File: src/srpr_pkg.sv
// register map, reset values and field layout of the sensor reset/pll bank
package srpr_pkg;

  // apb geometry
  localparam int unsigned ADDR_W  = 8;
  localparam int unsigned IDX_W   = ADDR_W - 2;
  localparam int unsigned DATA_W  = 32;

  // register indices; byte address is four times the index
  localparam logic [IDX_W-1:0] IDX_DEVICE_ID   = 6'h00;
  localparam logic [IDX_W-1:0] IDX_RESERVED    = 6'h01;
  localparam logic [IDX_W-1:0] IDX_VARIANT     = 6'h02;
  localparam logic [IDX_W-1:0] IDX_SYNTH_RST   = 6'h08;
  localparam logic [IDX_W-1:0] IDX_CGEN_RST    = 6'h09;
  localparam logic [IDX_W-1:0] IDX_FE_RST      = 6'h0a;
  localparam logic [IDX_W-1:0] IDX_SYNTH_PWR   = 6'h10;
  localparam logic [IDX_W-1:0] IDX_SYNTH_DIV   = 6'h11;

  // stored widths
  localparam int unsigned VARIANT_W = 2;
  localparam int unsigned CODE_W    = 4;
  localparam int unsigned SRST_W    = 8;
  localparam int unsigned CRST_W    = 4;
  localparam int unsigned FRST_W    = 12;
  localparam int unsigned PWR_W     = 3;
  localparam int unsigned DIV_W     = 15;

  // reset values
  localparam logic [VARIANT_W-1:0] RST_VARIANT   = 2'h0;
  localparam logic [SRST_W-1:0]    RST_SYNTH_RST = 8'h99;
  localparam logic [CRST_W-1:0]    RST_CGEN_RST  = 4'h9;
  localparam logic [FRST_W-1:0]    RST_FE_RST    = 12'h999;
  localparam logic [PWR_W-1:0]     RST_SYNTH_PWR = 3'h4;
  localparam logic [DIV_W-1:0]     RST_SYNTH_DIV = 15'h2113;

  // code that holds a unit in soft reset
  localparam logic [CODE_W-1:0] SOFT_RESET_CODE = 4'h9;

  // code field positions
  localparam int unsigned POS_SYNTH    = 0;
  localparam int unsigned POS_LOCKDET  = 4;
  localparam int unsigned POS_CLOCKGEN = 0;
  localparam int unsigned POS_COLMUX   = 0;
  localparam int unsigned POS_FRONTEND = 4;
  localparam int unsigned POS_SERIAL   = 8;

  // power register bits
  localparam int unsigned BIT_POWER_UP = 0;
  localparam int unsigned BIT_ENABLE   = 1;
  localparam int unsigned BIT_BYPASS   = 2;

  // divider fields
  localparam int unsigned M_LSB = 0;
  localparam int unsigned M_W   = 8;
  localparam int unsigned N_LSB = 8;
  localparam int unsigned N_W   = 5;
  localparam int unsigned P_LSB = 13;
  localparam int unsigned P_W   = 2;

  typedef enum logic {SRPR_IDLE, SRPR_ANSWER} srpr_bus_e;

  // true while a code field keeps its unit in soft reset
  function automatic logic srpr_in_reset(input logic [CODE_W-1:0] code);
    return code == SOFT_RESET_CODE;
  endfunction

endpackage

File: src/srpr_regs.sv
// sensor reset and frequency synthesiser register bank, apb slave
//
// Summary of operation
// [RULE_01] two-bit read-write variant select, reset zero, one of four codes
// [RULE_02] synthesiser held in soft reset while its code field equals 0x9
// [RULE_03] lock detector held in soft reset while bits 7:4 equal 0x9
// [RULE_04] clock generator held in soft reset while its code equals 0x9
// [RULE_05] analog front end held in soft reset while bits 7:4 equal 0x9
// [RULE_06] serializer (bits 11:8) and column mux (bits 3:0) reset on 0x9
// [RULE_07] synthesiser powered down while power bit 0 is zero
// [RULE_08] synthesiser disabled while power bit 1 is zero
// [RULE_09] synthesiser bypassed while power bit 2 is one, its reset value
// [RULE_10] fixed identification word at index zero; writes to 0 and 1 ignored
// [RULE_11] software releases soft resets only after power and enable are set; the holds here follow their code fields alone
//
// Implementation choice: the APB interface to the registers.
`timescale 1ns/1ns
module srpr_regs
  import srpr_pkg::*;
#(
  parameter logic [15:0] DEVICE_ID = 16'h1a2b // arbitrary value
)(
  // clock and reset
  input  wire logic              pclk,
  input  wire logic              presetn,
  // apb slave
  input  wire logic              psel,
  input  wire logic              penable,
  input  wire logic              pwrite,
  input  wire logic [ADDR_W-1:0] paddr,
  input  wire logic [DATA_W-1:0] pwdata,
  output logic      [DATA_W-1:0] prdata,
  output logic                   pready,
  output logic                   pslverr,
  // variant select
  output logic [VARIANT_W-1:0]   variant_sel,
  // soft reset holds
  output logic                   synth_hold,
  output logic                   lockdet_hold,
  output logic                   clockgen_hold,
  output logic                   colmux_hold,
  output logic                   frontend_hold,
  output logic                   serializer_hold,
  // synthesiser controls
  output logic                   synth_power_up,
  output logic                   synth_enable,
  output logic                   synth_bypass,
  output logic [M_W-1:0]         synth_mdiv,
  output logic [N_W-1:0]         synth_ndiv,
  output logic [P_W-1:0]         synth_pdiv
);

  typedef struct packed {
    srpr_bus_e             bus;
    logic                  ready;
    logic                  slverr;
    logic [DATA_W-1:0]     rdata;
    logic [VARIANT_W-1:0]  variant;
    logic [SRST_W-1:0]     synth_rst;
    logic [CRST_W-1:0]     cgen_rst;
    logic [FRST_W-1:0]     fe_rst;
    logic [PWR_W-1:0]      pwr;
    logic [DIV_W-1:0]      div;
    logic                  h_synth;
    logic                  h_lockdet;
    logic                  h_clockgen;
    logic                  h_colmux;
    logic                  h_frontend;
    logic                  h_serial;
  } srpr_state_s;

  srpr_state_s       cur;
  srpr_state_s       next_cur;
  logic [IDX_W-1:0]  idx;
  logic              mapped;
  logic [DATA_W-1:0] read_val;
  logic              wr_go;

  srpr_addr_decode u_dec (
    .paddr  (paddr),
    .idx    (idx),
    .mapped (mapped)
  );

  // write commits only on the edge that completes an access
  assign wr_go = psel && penable && cur.ready && pwrite;

  // read mux, unused bits read zero
  always_comb begin
    read_val = '0;
    case (idx)
      IDX_DEVICE_ID: read_val = DATA_W'(DEVICE_ID); // RULE_10
      IDX_RESERVED:  read_val = '0; // RULE_10
      IDX_VARIANT:   read_val = DATA_W'(cur.variant);
      IDX_SYNTH_RST: read_val = DATA_W'(cur.synth_rst);
      IDX_CGEN_RST:  read_val = DATA_W'(cur.cgen_rst);
      IDX_FE_RST:    read_val = DATA_W'(cur.fe_rst);
      IDX_SYNTH_PWR: read_val = DATA_W'(cur.pwr);
      IDX_SYNTH_DIV: read_val = DATA_W'(cur.div);
      default:       read_val = '0;
    endcase
    if (!mapped) begin
      read_val = '0;
    end
  end

  always_comb begin
    next_cur       = cur;
    next_cur.ready = 1'b0;
    next_cur.bus   = SRPR_IDLE;
    case (cur.bus)
      SRPR_IDLE: begin
        if (psel && !penable) begin
          next_cur.bus    = SRPR_ANSWER;
          next_cur.ready  = 1'b1;
          next_cur.slverr = !mapped;
          next_cur.rdata  = pwrite ? '0 : read_val;
        end
      end
      SRPR_ANSWER: begin
        if (wr_go && mapped) begin
          case (idx)
            IDX_VARIANT:
              next_cur.variant = pwdata[VARIANT_W-1:0]; // RULE_01
            IDX_SYNTH_RST:
              next_cur.synth_rst = pwdata[SRST_W-1:0];
            IDX_CGEN_RST:
              next_cur.cgen_rst = pwdata[CRST_W-1:0];
            IDX_FE_RST:
              next_cur.fe_rst = pwdata[FRST_W-1:0];
            IDX_SYNTH_PWR:
              next_cur.pwr = pwdata[PWR_W-1:0];
            IDX_SYNTH_DIV:
              next_cur.div = pwdata[DIV_W-1:0];
            default: begin
              // identification and reserved words ignore writes
              next_cur.pwr = cur.pwr; // RULE_10
            end
          endcase
        end
        next_cur.slverr = 1'b0;
      end
      default: begin
        next_cur.bus = SRPR_IDLE;
      end
    endcase
    // soft reset holds follow the code fields
    next_cur.h_synth =
      srpr_in_reset(next_cur.synth_rst[POS_SYNTH +: CODE_W]); // RULE_02
    next_cur.h_lockdet =
      srpr_in_reset(next_cur.synth_rst[POS_LOCKDET +: CODE_W]); // RULE_03
    next_cur.h_clockgen =
      srpr_in_reset(next_cur.cgen_rst[POS_CLOCKGEN +: CODE_W]); // RULE_04
    next_cur.h_frontend =
      srpr_in_reset(next_cur.fe_rst[POS_FRONTEND +: CODE_W]); // RULE_05
    next_cur.h_serial =
      srpr_in_reset(next_cur.fe_rst[POS_SERIAL +: CODE_W]); // RULE_06
    next_cur.h_colmux =
      srpr_in_reset(next_cur.fe_rst[POS_COLMUX +: CODE_W]); // RULE_06
  end

  always_ff @(posedge pclk or negedge presetn) begin
    if (!presetn) begin
      cur.bus        <= SRPR_IDLE;
      cur.ready      <= 1'b0;
      cur.slverr     <= 1'b0;
      cur.rdata      <= '0;
      cur.variant    <= RST_VARIANT;
      cur.synth_rst  <= RST_SYNTH_RST;
      cur.cgen_rst   <= RST_CGEN_RST;
      cur.fe_rst     <= RST_FE_RST;
      cur.pwr        <= RST_SYNTH_PWR;
      cur.div        <= RST_SYNTH_DIV;
      cur.h_synth    <= 1'b1;
      cur.h_lockdet  <= 1'b1;
      cur.h_clockgen <= 1'b1;
      cur.h_colmux   <= 1'b1;
      cur.h_frontend <= 1'b1;
      cur.h_serial   <= 1'b1;
    end else begin
      cur <= next_cur;
    end
  end

  // outputs straight from state
  assign prdata          = cur.rdata;
  assign pready          = cur.ready;
  assign pslverr         = cur.slverr;
  assign variant_sel     = cur.variant;
  assign synth_hold      = cur.h_synth;
  assign lockdet_hold    = cur.h_lockdet;
  assign clockgen_hold   = cur.h_clockgen;
  assign colmux_hold     = cur.h_colmux;
  assign frontend_hold   = cur.h_frontend;
  assign serializer_hold = cur.h_serial;
  assign synth_power_up  = cur.pwr[BIT_POWER_UP]; // RULE_07
  assign synth_enable    = cur.pwr[BIT_ENABLE]; // RULE_08
  assign synth_bypass    = cur.pwr[BIT_BYPASS]; // RULE_09
  assign synth_mdiv      = cur.div[M_LSB +: M_W];
  assign synth_ndiv      = cur.div[N_LSB +: N_W];
  assign synth_pdiv      = cur.div[P_LSB +: P_W];

  // bus answers
  a_ready_pulse: assert property (
    @(posedge pclk) disable iff (!presetn)
    pready |=> !pready
  ) else $error("pready stood longer than one cycle");

  a_setup_answer: assert property (
    @(posedge pclk) disable iff (!presetn)
    psel && !penable && !pready |=> pready
  ) else $error("setup cycle not answered next cycle");

  a_unmapped_err: assert property (
    @(posedge pclk) disable iff (!presetn)
    psel && !penable && !pready && !mapped |=> pslverr && prdata == '0
  ) else $error("unmapped access not flagged");

  a_variant_write: assert property ( // RULE_01
    @(posedge pclk) disable iff (!presetn)
    wr_go && mapped && idx == IDX_VARIANT
      |=> variant_sel == $past(pwdata[VARIANT_W-1:0])
  ) else $error("variant select did not take written code");

  a_synth_hold: assert property ( // RULE_02
    @(posedge pclk) disable iff (!presetn)
    wr_go && mapped && idx == IDX_SYNTH_RST
      |=> synth_hold == ($past(pwdata[3:0]) == SOFT_RESET_CODE)
  ) else $error("synthesiser hold wrong after write");

  a_lockdet_hold: assert property ( // RULE_03
    @(posedge pclk) disable iff (!presetn)
    wr_go && mapped && idx == IDX_SYNTH_RST
      |=> lockdet_hold == ($past(pwdata[7:4]) == SOFT_RESET_CODE)
  ) else $error("lock detector hold wrong after write");

  a_clockgen_hold: assert property ( // RULE_04
    @(posedge pclk) disable iff (!presetn)
    wr_go && mapped && idx == IDX_CGEN_RST
      |=> clockgen_hold == ($past(pwdata[3:0]) == SOFT_RESET_CODE)
  ) else $error("clock generator hold wrong after write");

  a_frontend_hold: assert property ( // RULE_05
    @(posedge pclk) disable iff (!presetn)
    wr_go && mapped && idx == IDX_FE_RST
      |=> frontend_hold == ($past(pwdata[7:4]) == SOFT_RESET_CODE)
  ) else $error("front end hold wrong after write");

  a_serial_hold: assert property ( // RULE_06
    @(posedge pclk) disable iff (!presetn)
    wr_go && mapped && idx == IDX_FE_RST
      |=> serializer_hold == ($past(pwdata[11:8]) == SOFT_RESET_CODE)
        && colmux_hold == ($past(pwdata[3:0]) == SOFT_RESET_CODE)
  ) else $error("serializer or column mux hold wrong after write");

  a_power_bits: assert property ( // RULE_07
    @(posedge pclk) disable iff (!presetn)
    wr_go && mapped && idx == IDX_SYNTH_PWR
      |=> synth_power_up == $past(pwdata[0])
  ) else $error("power up bit not applied");

  a_enable_bit: assert property ( // RULE_08
    @(posedge pclk) disable iff (!presetn)
    wr_go && mapped && idx == IDX_SYNTH_PWR
      |=> synth_enable == $past(pwdata[1])
  ) else $error("enable bit not applied");

  a_bypass_bit: assert property ( // RULE_09
    @(posedge pclk) disable iff (!presetn)
    wr_go && mapped && idx == IDX_SYNTH_PWR
      |=> synth_bypass == $past(pwdata[2])
  ) else $error("bypass bit not applied");

  a_id_read: assert property ( // RULE_10
    @(posedge pclk) disable iff (!presetn)
    psel && !penable && !pready && !pwrite && paddr == '0
      |=> pready && prdata == DATA_W'(DEVICE_ID) && !pslverr
  ) else $error("identification word not returned");

  a_ro_write: assert property ( // RULE_10
    @(posedge pclk) disable iff (!presetn)
    wr_go && mapped && (idx == IDX_DEVICE_ID || idx == IDX_RESERVED)
      |=> $stable(variant_sel) && $stable(synth_bypass)
        && $stable(synth_hold) && $stable(serializer_hold)
  ) else $error("write to read-only word changed state");

  a_ready_error: assert property (
    @(posedge pclk) disable iff (!presetn)
    pslverr |-> pready
  ) else $error("error flag raised without pready");

  a_idle_quiet: assert property (
    @(posedge pclk) disable iff (!presetn)
    !psel |=> !pready
  ) else $error("pready raised without a selected transfer");

  a_write_rdata: assert property (
    @(posedge pclk) disable iff (!presetn)
    psel && !penable && !pready && pwrite |=> prdata == '0
  ) else $error("write answer carried read data");

  a_upper_zero: assert property (
    @(posedge pclk) disable iff (!presetn)
    psel && !penable && !pready
      |=> prdata[DATA_W-1:$bits(DEVICE_ID)] == '0
  ) else $error("unused read bits not zero");

  a_unmapped_write: assert property (
    @(posedge pclk) disable iff (!presetn)
    wr_go && !mapped
      |=> $stable(variant_sel) && $stable(synth_power_up)
        && $stable(clockgen_hold) && $stable(frontend_hold)
  ) else $error("refused write changed state");

  a_variant_read: assert property ( // RULE_01
    @(posedge pclk) disable iff (!presetn)
    psel && !penable && !pready && !pwrite && mapped
      && idx == IDX_VARIANT
      |=> prdata[VARIANT_W-1:0] == variant_sel
  ) else $error("variant read back differs from output");

  a_synth_read: assert property ( // RULE_02
    @(posedge pclk) disable iff (!presetn)
    psel && !penable && !pready && !pwrite && mapped
      && idx == IDX_SYNTH_RST
      |=> synth_hold ==
            (prdata[POS_SYNTH +: CODE_W] == SOFT_RESET_CODE)
        && lockdet_hold ==
            (prdata[POS_LOCKDET +: CODE_W] == SOFT_RESET_CODE)
  ) else $error("synthesiser holds differ from their codes");

  a_clockgen_read: assert property ( // RULE_04
    @(posedge pclk) disable iff (!presetn)
    psel && !penable && !pready && !pwrite && mapped
      && idx == IDX_CGEN_RST
      |=> clockgen_hold ==
            (prdata[POS_CLOCKGEN +: CODE_W] == SOFT_RESET_CODE)
  ) else $error("clock generator hold differs from its code");

  a_frontend_read: assert property ( // RULE_05
    @(posedge pclk) disable iff (!presetn)
    psel && !penable && !pready && !pwrite && mapped
      && idx == IDX_FE_RST
      |=> frontend_hold ==
            (prdata[POS_FRONTEND +: CODE_W] == SOFT_RESET_CODE)
        && colmux_hold ==
            (prdata[POS_COLMUX +: CODE_W] == SOFT_RESET_CODE)
  ) else $error("front end holds differ from their codes");

  a_power_read: assert property ( // RULE_07
    @(posedge pclk) disable iff (!presetn)
    psel && !penable && !pready && !pwrite && mapped
      && idx == IDX_SYNTH_PWR
      |=> prdata[BIT_POWER_UP] == synth_power_up
        && prdata[BIT_ENABLE] == synth_enable
        && prdata[BIT_BYPASS] == synth_bypass
  ) else $error("power controls differ from their register");

endmodule // srpr_regs

File: src/srpr_addr_decode.sv
// apb byte address to register index decode
`timescale 1ns/1ns
module srpr_addr_decode
  import srpr_pkg::*;
(
  // bus address
  input  wire logic [ADDR_W-1:0] paddr,
  // decoded
  output logic      [IDX_W-1:0]  idx,
  output logic                   mapped
);

  always_comb begin
    idx    = paddr[ADDR_W-1:2];
    mapped = 1'b0;
    if (paddr[1:0] == 2'b00) begin
      case (idx)
        IDX_DEVICE_ID,
        IDX_RESERVED,
        IDX_VARIANT,
        IDX_SYNTH_RST,
        IDX_CGEN_RST,
        IDX_FE_RST,
        IDX_SYNTH_PWR,
        IDX_SYNTH_DIV: mapped = 1'b1;
        default:       mapped = 1'b0;
      endcase
    end
  end

endmodule // srpr_addr_decode

File: config.mk
export PLATFORM = sky130hd
export DESIGN_NAME = srpr_regs
export DESIGN_NICKNAME = d
export VERILOG_FILES = /design/src/srpr_pkg.sv /design/src/srpr_regs.sv /design/src/srpr_addr_decode.sv
export SDC_FILE = /design/constraint.sdc
export NUM_CORES = 1
export LEC_CHECK = 0
export ABC_AREA = 1
export BUFFER_PORTS_ARGS = -buffer_cell sky130_fd_sc_hd__buf_2
export CAP_MARGIN = 20
export CORE_MARGIN = 3
export CORE_UTILIZATION = 45
export DETAILED_ROUTE_END_ITERATION = 10
export PLACE_DENSITY = 0.7
export RECOVER_POWER = 100
export SLEW_MARGIN = 0
export SYNTH_ARGS = -nofsm -noshare
export SYNTH_HDL_FRONTEND = slang
export SYNTH_SLANG_ARGS = --single-unit
File: constraint.sdc
create_clock -name pclk -period 2 [get_ports pclk]
set_input_delay 0.2 -clock pclk [delete_from_list [all_inputs] [get_ports pclk]]
set_output_delay 0.2 -clock pclk [all_outputs]
set_load 0.1 [all_outputs]
Word-level counts from Yosys, hierarchy flattened
Memory sizes are Yosys's and may differ from the RTL's.
Index checks and enable logic that the tools add are counted.
{"block": "totals", "out_inout_bits": 60, "register_bits": 85, "ram_bits": 0, "input_bits": 45, "latch_bits": 0, "mem_count": 1, "mem_bits_ro": 32}
{"name": "(no name shown)", "words": 32, "word_bits": 1, "rd": 1, "rd_clocked_by_memory_dff": 0, "wr": 0, "line": "srpr_addr_decode.sv:17", "source": "case (idx)"}
{"block": "op_classes", "reduce_logical": 13, "bitwise": 1, "eq_ne": 13, "mul": 0, "n_lt_le_gt_ge": 0, "add_sub_neg": 0, "shift": 0, "muxes": 15, "div": 0}
{"cell": "$pmux 15 s7", "n": 1}
{"cell": "$mux 42", "n": 2}
{"cell": "$mux 32", "n": 2}
{"cell": "$mux 35", "n": 1}
{"cell": "$eq 4x4->1 const B", "n": 6}
{"cell": "$eq 6x4->1 const B", "n": 3}
{"cell": "$mux 15", "n": 1}
{"cell": "$eq 6x5->1 const B", "n": 2}
{"cell": "$mux 12", "n": 1}
{"cell": "$reduce_and 3->1", "n": 3}
{"cell": "$mux 8", "n": 1}
{"cell": "$eq 6x2->1 const B", "n": 1}
{"cell": "$logic_not 6->1", "n": 1}
{"cell": "$logic_and 1x1->1", "n": 5}
{"cell": "$mux 4", "n": 1}
{"cell": "$mux 3", "n": 1}
{"cell": "$logic_not 1->1", "n": 2}
{"cell": "$logic_not 2->1", "n": 1}
{"cell": "$mux 1", "n": 2}
{"cell": "$mux 2", "n": 1}
{"cell": "$ne 2x2->1 const B", "n": 1}
{"cell": "$pmux 1 s2", "n": 1}
{"cell": "$reduce_and 2->1", "n": 1}
{"cell": "$not 1->1", "n": 1}

Logic depth before layout (Yosys ltp)
Gate-level depths: netlist of run 1.
{"block": "logic_depth", "ltp_word": 7, "mapped_depth": 11}

Cells and area by module
Synthesis of run 1 repeated with hierarchy kept, for this count alone.
{"block": "unflattened", "cells_unflattened": 484, "hier_area_um2": 3717.3}
{"module": "srpr_regs", "instances": 1, "area_per_inst_um2": 3638.5, "seq_area_each_um2": 1706.6, "cells_per_inst": 470}
{"module": "srpr_addr_decode", "instances": 1, "area_per_inst_um2": 78.8, "seq_area_each_um2": 0.0, "cells_per_inst": 14}

Worst setup path after synthesis of run 1
OpenSTA, ideal clock, no wires.
{"block": "synth_path", "path_type": "register to register", "from": "register cur[84] (netlist name)", "to": "register cur (netlist bit synth_enable)", "path_stages_with_launch": 9, "arrival_time_ns": 1.814, "setup_time_ns": 0.125, "slack_ns": 0.061, "cell_sequence": "dfrtp_1 nand4_1 inv_1 nand3_4 inv_4 buf_6 nand2_2 nand2_1 o21ai_1"}
{"block": "synth_via", "elab_chain_cells": 1}
{"element": "start, declared", "line": "srpr_regs.sv:72", "source": "srpr_state_s cur;"}
{"element": "start signal, assigned", "line": "srpr_regs.sv:181", "source": "cur <= next_cur;"}
{"element": "$reduce_and 3->1 (no source line)"}
Every way passes these cells.
A chain may end at the register's enable or synchronous reset.

Worst setup path after layout of run 1
{"block": "layout_path", "from": "register cur (netlist bit prdata[1])", "to": "output prdata[1]"}
{"element": "end, declared", "line": "srpr_regs.sv:32", "source": "output logic [DATA_W-1:0] prdata,"}
No word-level cell between the ends.

==> flow_summary.json, run 1 <==
{
  "fp.dieW_microns": 98.66,
  "grt_pass1_wl_microns": 14510,
  "start_util": 0.4679,
  "grt_use_total": 0.1848,
  "synthCells": 528,
  "clock.fmax_ghz": 0.5699,
  "chipHeight_microns": 98.66,
  "clk_pin_slew_ps": 80,
  "cts_buffer_depth": 2,
  "vias_per_cell": 4.727,
  "cp_max_fo": 2,
  "crit_required_ps": 1800,
  "cts-resized-gates": 0,
  "dpl_cell_area_sq_um": 4049,
  "synth_top_area_share": 0.2785,
  "path_class": "reg2out",
  "fillerInstances": 826,
  "place_congestion": 0.8611,
  "synthesis.area_sq_um": 3864,
  "setup-violations-final": 0,
  "cap_violations": 0,
  "final_max_slew_viol_count": 0,
  "hp-class": "in2reg",
  "tightest_slew_ps": 1213,
  "crit_path_cell_trace": "clkbuf_1",
  "fp.coreArea_sq_um": 8258,
  "finalInstanceArea_sq_um": 4210,
  "routed_wl_microns": 8674,
  "clock_skew_ps": 14.26,
  "drive_above_1_share": 0.2176,
  "antenna_found_initial": 0,
  "path_buf_inv": 1,
  "cts_hold_buffers": 1,
  "ir_worst_vdd_mv": 0.2435,
  "p_leak_uw": 0.002422,
  "ctsHtreeMaxLevel": 3,
  "port_buffers": 70,
  "outcome": "complete, no violations",
  "dieArea_sq_um": 9734,
  "post_synth_num_cell_types": 27,
  "critical_path_arrival_ps": 1550,
  "drtIter0Drc": 206,
  "final_common_cell": "nand2_1",
  "clock-root-buffer": "clkbuf_8",
  "cts_sinks": 67,
  "dr_total_vias": 3233,
  "crit_family": "buffers and inverters",
  "synthTopCellsByArea": "dfrtp_1, nand2_1, dfstp_2, buf_4, inv_1",
  "cp_slowest_cell": "clkbuf_1",
  "boundaryPins": 105,
  "power_density_nw_per_um2": 670.6,
  "seq_area_frac_synth": 0.4417,
  "rsz0062_at_grt": "no",
  "area_delta_synth_final_pct": 8.970,
  "wl_per_cell_microns": 12.68,
  "final_cell_mix": "nand2_1, inv_1, nor2_1, dfrtp_1, clkbuf_2",
  "relSlewSlack": 0.1912,
  "cts_made_buffers": 9,
  "clock_insertion_delay_worst_skew_ps": 360,
  "ys_warn_count": 0,
  "grt_pass1_vias": 2978,
  "fin_crit_sh": 0.8773,
  "dr.pass1.iters": 4,
  "place_hpwl_microns": 6274,
  "post_cts_buffers": 0,
  "end_kind": "primary output",
  "period_needed_ps": 1755,
  "synth-seq-cells": 67,
  "setup_tns_ps": 0,
  "diodes": 0,
  "ant_nets": 0,
  "start_kind": "flop",
  "cts_tree": "built",
  "num_rows": 33,
  "grt_max_degree": 47,
  "nets": 619,
  "grt_overflow": 0,
  "yosysTopAreaCell": "dfrtp_1",
  "avgSynthCellArea_sq_um": 7.318,
  "cpPeakStageDelay_ps": 860,
  "hold_viol": 0,
  "drc": 0
}
Yosys cell counts:
| library cell | n |
|---|---|
| a21oi_1 | 11 |
| a22o_1 | 1 |
| a22oi_1 | 2 |
| buf_2 | 10 |
| buf_4 | 49 |
| buf_6 | 2 |
| clkbuf_1 | 1 |
| conb_1 | 1 |
| dfrtp_1 | 43 |
| dfstp_2 | 24 |
| inv_1 | 61 |
| inv_2 | 1 |
| inv_4 | 1 |
| nand2_1 | 190 |
| nand2_2 | 5 |
| nand2_4 | 2 |
| nand3_1 | 19 |
| nand3_2 | 5 |
| nand3_4 | 1 |
| nand4_1 | 9 |
| nor2_1 | 54 |
| nor2_4 | 3 |
| nor2b_1 | 1 |
| nor3_1 | 1 |
| o211ai_1 | 1 |
| o21ai_0 | 8 |
| o21ai_1 | 22 |
power by group:
group          switching, uW  internal, uW  leakage, uW
Clock                    561           581    0.0000958
Sequential              2.63          1360     0.000835
Combinational            271          47.2      0.00149
metal layers:
layer  routed length, microns  vias up  global-route usage  share of wire
li1                         -     1639                   -              -
met1                     4023     1488              0.2488           0.46
met2                     3926       89              0.2891           0.45
met3                      542       17             0.04459          0.062
met4                      181        0             0.07143          0.021
met5                        0        -                   0              0
flip-flops by register name (all words and copies together), names as in the netlist:
| name | cells |
|---|---|
| clockgen_hold | 1 |
| colmux_hold | 1 |
| cur | 25 |
| frontend_hold | 1 |
| lockdet_hold | 1 |
| prdata | 15 |
| pslverr | 1 |
| serializer_hold | 1 |
| synth_bypass | 1 |
| synth_enable | 1 |
| synth_hold | 1 |
| synth_mdiv | 8 |
| synth_ndiv | 5 |
| synth_pdiv | 2 |
| synth_power_up | 1 |
| variant_sel | 2 |
kinds of logic (layout without fill, tap and decap cells):
group,count (synthesis),count (layout),synth area share
AND/OR/NAND/NOR,290,290,0.3193
buffers and inverters,125,160,0.1768
flip-flops,67,67,0.4417
AO/OA/AOI/OAI,45,45,0.06121
other,1,17,0.0009706
through the flow:
step	hold WS, ps	total power (uW)	utilization	setup slack [ps]	std cells
floorplan	-95.59	1639	-	61.47	544
global placement	193.3	1705	0.4903	318.0	667
detailed placement	201.1	1708	0.4903	297.2	667
CTS	52.17	2849	0.5158	454.1	684
global route	75.35	2925	0.5098	208.9	684
finish	59.09	2823	0.5098	245.4	684
tightest hold or removal path, cell delays in order:
cell     delay [ps]
buf_2           100
inv_1            60
o21ai_1          70
area by class of cell:
| cell class | instances | area [sq um] | area share |
|---|---|---|---|
| timing repair buffer | 81 | 434.2 | 0.1031 |
| clock buffer | 9 | 123.9 | 0.02942 |
| tap | 105 | 131.4 | 0.03120 |
| multi-input combinational | 352 | 1499 | 0.3560 |
| inverter | 63 | 239.0 | 0.05676 |
| sequential | 67 | 1707 | 0.4053 |
| clock inverter | 7 | 76.32 | 0.01813 |
worst paths after layout:
check,endpoint,slack (ps),cells after the start,start
worst max-delay path,prdata[1],250,1,prdata[1]
worst min-delay path,synth_ndiv[0],60,3,pwdata[8]
worst max register to register,synth_mdiv[4],370,6,cur[84]
worst min register to register,prdata[2],480,2,prdata[2]
max in group asynchronous,clockgen_hold,480,3,presetn
min in group asynchronous,prdata[11],610,2,presetn
Power figures use the tool's default switching activity.
==> run 2, diff against run 1 <==
--- a/config.mk
+++ b/config.mk
@@ -8,10 +8,12 @@
 export ABC_AREA = 1
 export BUFFER_PORTS_ARGS = -buffer_cell sky130_fd_sc_hd__buf_2
 export CAP_MARGIN = 20
+export CORE_ASPECT_RATIO = 2
 export CORE_MARGIN = 3
 export CORE_UTILIZATION = 45
+export CTS_BUF_LIST = sky130_fd_sc_hd__clkbuf_16
 export DETAILED_ROUTE_END_ITERATION = 10
-export PLACE_DENSITY = 0.7
+export PLACE_DENSITY = 0.76
 export RECOVER_POWER = 100
 export SLEW_MARGIN = 0
 export SYNTH_ARGS = -nofsm -noshare
==> flow_summary.json, run 2 (synthesis results as in run 1) <==
{
  "critical_path_arrival_ps": 1560,
  "path_buf_inv": 1,
  "crit_path_cell_trace": "clkbuf_1",
  "end_kind": "primary output",
  "area_delta_synth_final_pct": 11.79,
  "setup_ws_ps": 241.0,
  "dr.pass1.iters": 6,
  "ctsHtreeMaxLevel": 3,
  "hold_start": "pwdata[13]",
  "r2r-start": "cur[84]",
  "clk_pin_slew_ps": 50,
  "final_common_cell": "nand2_1",
  "grt_pass1_wl_microns": 14630,
  "crit_family": "buffers and inverters",
  "cp_slowest_cell": "clkbuf_1",
  "grt_max_degree": 68,
  "crit_required_ps": 1800,
  "grt_overflow": 0,
  "grt_pass1_vias": 3266,
  "port_buffers": 70,
  "cpPeakStageDelay_ps": 870,
  "clock_insertion_delay_worst_skew_ps": 340,
  "grt_use_total": 0.1924,
  "clock-root-buffer": "clkbuf_16",
  "hold_viol": 0,
  "setup_tns_ps": 0,
  "rsz0062_at_grt": "no",
  "setup-violations-final": 0,
  "ir_worst_vdd_mv": 0.4230,
  "period_needed_ps": 1759,
  "cts-resized-gates": 0,
  "power_density_nw_per_um2": 794.8,
  "nets": 618,
  "chipHeight_microns": 137.0,
  "wl_per_cell_microns": 13.29,
  "place_congestion": 0.9369,
  "dieArea_sq_um": 9801,
  "seq_area_sq_um": 1707,
  "fp.dieW_microns": 71.52,
  "start_util": 0.4660,
  "worstHoldPathCells": 3,
  "ant_nets": 0,
  "drc": 0,
  "place_hpwl_microns": 6648,
  "hp-class": "in2reg",
  "multi_input_area_sq_um": 1509,
  "cts_sinks": 67,
  "dr_total_vias": 3327,
  "fp.coreArea_sq_um": 8292,
  "final_cell_mix": "nand2_1, inv_1, nor2_1, dfrtp_1, clkbuf_2",
  "cts_buffer_depth": 2,
  "cts_made_buffers": 9,
  "cts_tree": "built",
  "antenna_found_initial": 0,
  "path_class": "reg2out",
  "clock_skew_ps": 4.650,
  "clock.fmax_ghz": 0.5685,
  "top_register": "cur",
  "vias_per_cell": 4.922,
  "r2r-end": "colmux_hold",
  "drtIter0Drc": 348,
  "p_leak_uw": 0.002471,
  "outcome": "complete, no violations",
  "relSlewSlack": 0.2208,
  "cap_violations": 0,
  "drive_above_1_share": 0.2024,
  "diodes": 0,
  "stdcell_count": 676,
  "dp.cells": 659,
  "fillerInstances": 785,
  "cp_max_fo": 2,
  "start_kind": "flop",
  "routed_wl_microns": 8983,
  "reg2reg_slack_ps": 450,
  "hold_path_end": "synth_pdiv[0]",
  "largest_reg_flops": 25,
  "preCtsSetupSlack_ps": 246.1,
  "boundaryPins": 105,
  "reg2regPathDepth": 8,
  "tightest_slew_ps": 1174,
  "num_rows": 47,
  "final_max_slew_viol_count": 0,
  "fin_crit_sh": 0.8795
}
[run 2: metrics by stage]
step	total power, uW	hold WS, ps	area [sq um]	util
after CTS	3464	92.75	4374	0.5275
after global placement	1703	234.9	4033	0.4863
after detailed placement	1707	244.3	4033	0.4863
after floorplan	1639	-95.59	3924	-
final	3433	106.6	4319	0.5209
after global routing	3539	126.9	4319	0.5209
[run 2: where the power goes]
part           internal (uW)  leakage, uW  switching [uW]
clock                   1200     0.000162             552
sequential              1360     0.000835            3.05
combinational           42.7      0.00147             271
[run 2: metal layers]
layer | global-route usage | vias to the layer above | share of wire
met2 | 0.3340 | 127 | 0.53
li1 | - | 1639 | -
met3 | 0.03897 | 30 | 0.067
met1 | 0.1974 | 1531 | 0.36
met5 | 0 | - | 0
met4 | 0.1464 | 0 | 0.049
[run 2: cell type report]
class	count	share of cell area
sequential	67	0.3951
multi-input combinational	352	0.3494
timing repair buffer	80	0.09502
inverter	63	0.05533
clock buffer	9	0.05214
tap	98	0.02839
clock inverter	7	0.02462
[run 2: worst max-delay path by stage]
stage                     startpoint           end  slack, ps  cells past startpoint
final                     prdata[12]    prdata[12]        240                      1
after global routing       prdata[4]     prdata[4]        220                      1
after CTS                    cur[84]   colmux_hold        480                      9
after detailed placement    paddr[6]  lockdet_hold        250                     11
after global placement      paddr[6]  lockdet_hold        290                     11
after floorplan              cur[84]  synth_enable         60                      8
[run 2: what timing repair did]
item	CTS	global route
hold buffers	1	0
setup buffers	0	0
endpoints found under the hold margin	43	0
==> run 3, diff against run 2 <==
--- a/config.mk
+++ b/config.mk
@@ -5,7 +5,6 @@
 export SDC_FILE = /design/constraint.sdc
 export NUM_CORES = 1
 export LEC_CHECK = 0
-export ABC_AREA = 1
 export BUFFER_PORTS_ARGS = -buffer_cell sky130_fd_sc_hd__buf_2
 export CAP_MARGIN = 20
 export CORE_ASPECT_RATIO = 2
@@ -13,7 +12,8 @@
 export CORE_UTILIZATION = 45
 export CTS_BUF_LIST = sky130_fd_sc_hd__clkbuf_16
 export DETAILED_ROUTE_END_ITERATION = 10
-export PLACE_DENSITY = 0.76
+export GPL_ROUTABILITY_DRIVEN = 1
+export PLACE_DENSITY = 0.77
 export RECOVER_POWER = 100
 export SLEW_MARGIN = 0
 export SYNTH_ARGS = -nofsm -noshare
==> flow_summary.json, run 3 <==
{
  "cap_violations": 0,
  "dr_total_vias": 2328,
  "reg2reg_slack_ps": 90,
  "ys_warn_count": 0,
  "setup_tns_ps": 0,
  "num_rows": 45,
  "cts_made_buffers": 9,
  "p_leak_uw": 0.001871,
  "end_kind": "flop",
  "final_cell_mix": "mux2_2, dfrtp_1, clkbuf_2, buf_2, dfstp_2",
  "final_common_cell": "mux2_2",
  "clock.fmax_ghz": 0.5225,
  "cpPeakStageDelay_ps": 580,
  "synth_top_area_share": 0.3040,
  "dieArea_sq_um": 9031,
  "post_cts_buffers": 0,
  "relSlewSlack": 0.2170,
  "place_hpwl_microns": 5663,
  "cp_max_fo": 13,
  "post_synth_num_cell_types": 48,
  "grt_pass1_vias": 2409,
  "tightest_slew_ps": 1180,
  "drc": 0,
  "switching_share": 0.2573,
  "synthTopCellsByArea": "dfrtp_1, dfstp_2, mux2_2, buf_4, nand2_1",
  "cts_buffer_depth": 2,
  "clk_pin_slew_ps": 50,
  "start_util": 0.4657,
  "drive_above_1_share": 0.4746,
  "yosysTopAreaCell": "dfrtp_1",
  "cp_slowest_cell": "or4b_4",
  "cts-resized-gates": 0,
  "period_needed_ps": 1914,
  "crit_path_cell_trace": "or3b_1, clkinv_4, nand2_2, or4b_4, a22oi_1",
  "routed_wl_microns": 7570,
  "nets": 394,
  "path_class": "reg2reg",
  "clock_insertion_delay_worst_skew_ps": 330,
  "cts_tree": "built",
  "fin_crit_sh": 0.9569,
  "crit_family": "simple AND/OR/NAND/NOR gates",
  "rsz0062_at_grt": "no",
  "yosysMostFrequentCell": "mux2_2",
  "ant_nets": 0,
  "setup_ws_ps": 86.20,
  "synth_edf_count": 0,
  "place_congestion": 0.8248,
  "antenna_found_initial": 0,
  "synth-seq-cells": 67,
  "area_delta_synth_final_pct": 13.86,
  "synthesis.area_sq_um": 3540,
  "diodes": 0,
  "multi_input_area_sq_um": 1424,
  "boundaryPins": 105,
  "internal-power_uw": 2366,
  "wl_per_cell_microns": 16.90,
  "largest_reg_flops": 25,
  "top_register": "cur",
  "critical_path_arrival_ps": 2150,
  "power_density_nw_per_um2": 790.5,
  "ys.flop_type": "dfrtp_1",
  "start_kind": "flop",
  "dr.pass1.iters": 4,
  "grt_pass1_wl_microns": 12200,
  "port_buffers": 70,
  "fp.dieW_microns": 68.72,
  "seq_area_sq_um": 1710,
  "seq_area_frac_synth": 0.4821,
  "path_buf_inv": 1,
  "hold_viol": 0,
  "fillerInstances": 700,
  "synth_common_cells": "mux2_2, buf_4, dfrtp_1, dfstp_2, nand2_1",
  "p_clk_frac": 0.471,
  "setup-violations-final": 0,
  "final_max_slew_viol_count": 0,
  "outcome": "complete, no violations",
  "vias_per_cell": 5.196,
  "synthCells": 297,
  "clock-root-buffer": "clkbuf_16",
  "fp.coreArea_sq_um": 7601,
  "drtIter0Drc": 161,
  "grt_max_degree": 68,
  "ir_worst_vdd_mv": 0.3873,
  "ctsHtreeMaxLevel": 3,
  "grt_overflow": 0,
  "avgSynthCellArea_sq_um": 11.92,
  "power_frac_seq": 0.429,
  "cts_sinks": 67,
  "grt_use_total": 0.1822,
  "hp-class": "in2reg",
  "pwr-share-comb": 0.100,
  "preCtsSetupSlack_ps": 103.9,
  "clock_skew_ps": 5.846,
  "synthArstFlopShare": 1.000,
  "switchingPower_uw": 819.8,
  "chipHeight_microns": 131.4,
  "crit_required_ps": 2240
}
==> run 3: cell count changes after synthesis, moves of 8 or more <==
cell     previous run  this run
buf_2              10         2
inv_1              61         1
mux2_2              0        51
nand2_1           190        19
nand3_1            19         3
nand4_1             9         0
nor2_1             54         7
o21ai_1            22         7
==> run 3: area by class of cell <==
class / instances / share of cell area
timing repair buffer: 86 / 0.1186
tap: 94 / 0.02918
sequential: 67 / 0.4244
inverter: 2 / 0.003105
clock buffer: 9 / 0.05588
clock inverter: 7 / 0.01552
multi-input combinational: 183 / 0.3533
==> run 3: worst paths after layout <==
kind,endpoint,cells after the start,startpoint
max in group asynchronous,cur[84],3,presetn
max reg2reg,prdata[1],5,cur[84]
min in group asynchronous,synth_ndiv[2],3,presetn
min,synth_ndiv[4],2,pwdata[12]
min reg2reg,prdata[2],2,prdata[2]
max,prdata[1],5,cur[84]
==> run 3: per-layer routing <==
metal | wire [microns] | vias to the layer above | track usage
met5 | 0 | - | 0
met4 | 182 | 0 | 0.08795
met3 | 366 | 9 | 0.03935
met2 | 4311 | 65 | 0.3236
met1 | 2709 | 1150 | 0.1910
li1 | - | 1104 | -
==> run 3: power groups by stage <==
stage | Sequential, uW | Combinational, uW | Clock, uW
after floorplan | 1420 | 220 | 0
after detailed placement | 1390 | 322 | 0
after global placement | 1390 | 318 | 0
final | 1370 | 317 | 1500
after CTS | 1370 | 323 | 1530
after global routing | 1370 | 336 | 1590
==> run 3: kinds of logic (layout without fill, tap and decap cells) <==
group,after synthesis,after routing,share of synthesized area
AOI/OAI and AO/OA,45,45,0.08130
xor gates and xnor gates,1,1,0.002475
buffers and inverters,63,104,0.1326
DFF,67,67,0.4821
muxes,57,57,0.1796
other,1,17,0.001059
and+or+nand+nor,63,63,0.1209
==> run 3: what timing repair did <==
item,4_1_cts,5_1_grt
hold endpoints to repair,43,0
setup endpoints to repair,0,0
hold buffers,1,0
==> run 3: stage by stage <==
| step | total power [uW] | hold WS [ps] | cell area, sq um | instances | utilization |
|---|---|---|---|---|---|
| after floorplan | 1638 | -95.59 | 3603 | 313 | - |
| after global placement | 1707 | 233.9 | 3777 | 431 | 0.4970 |
| after detailed placement | 1711 | 244.5 | 3777 | 431 | 0.4970 |
| after CTS | 3223 | 99.12 | 4075 | 448 | 0.5361 |
| after global routing | 3292 | 103.3 | 4030 | 448 | 0.5302 |
| final | 3186 | 103.7 | 4030 | 448 | 0.5302 |
==> run 3: worst register-to-register path: stages, from the launching register on <==
cell and delay [ps]:
dfrtp_4 480, or3b_1 420, clkinv_4 70, nand2_2 50, or4b_4 580, a22oi_1 230
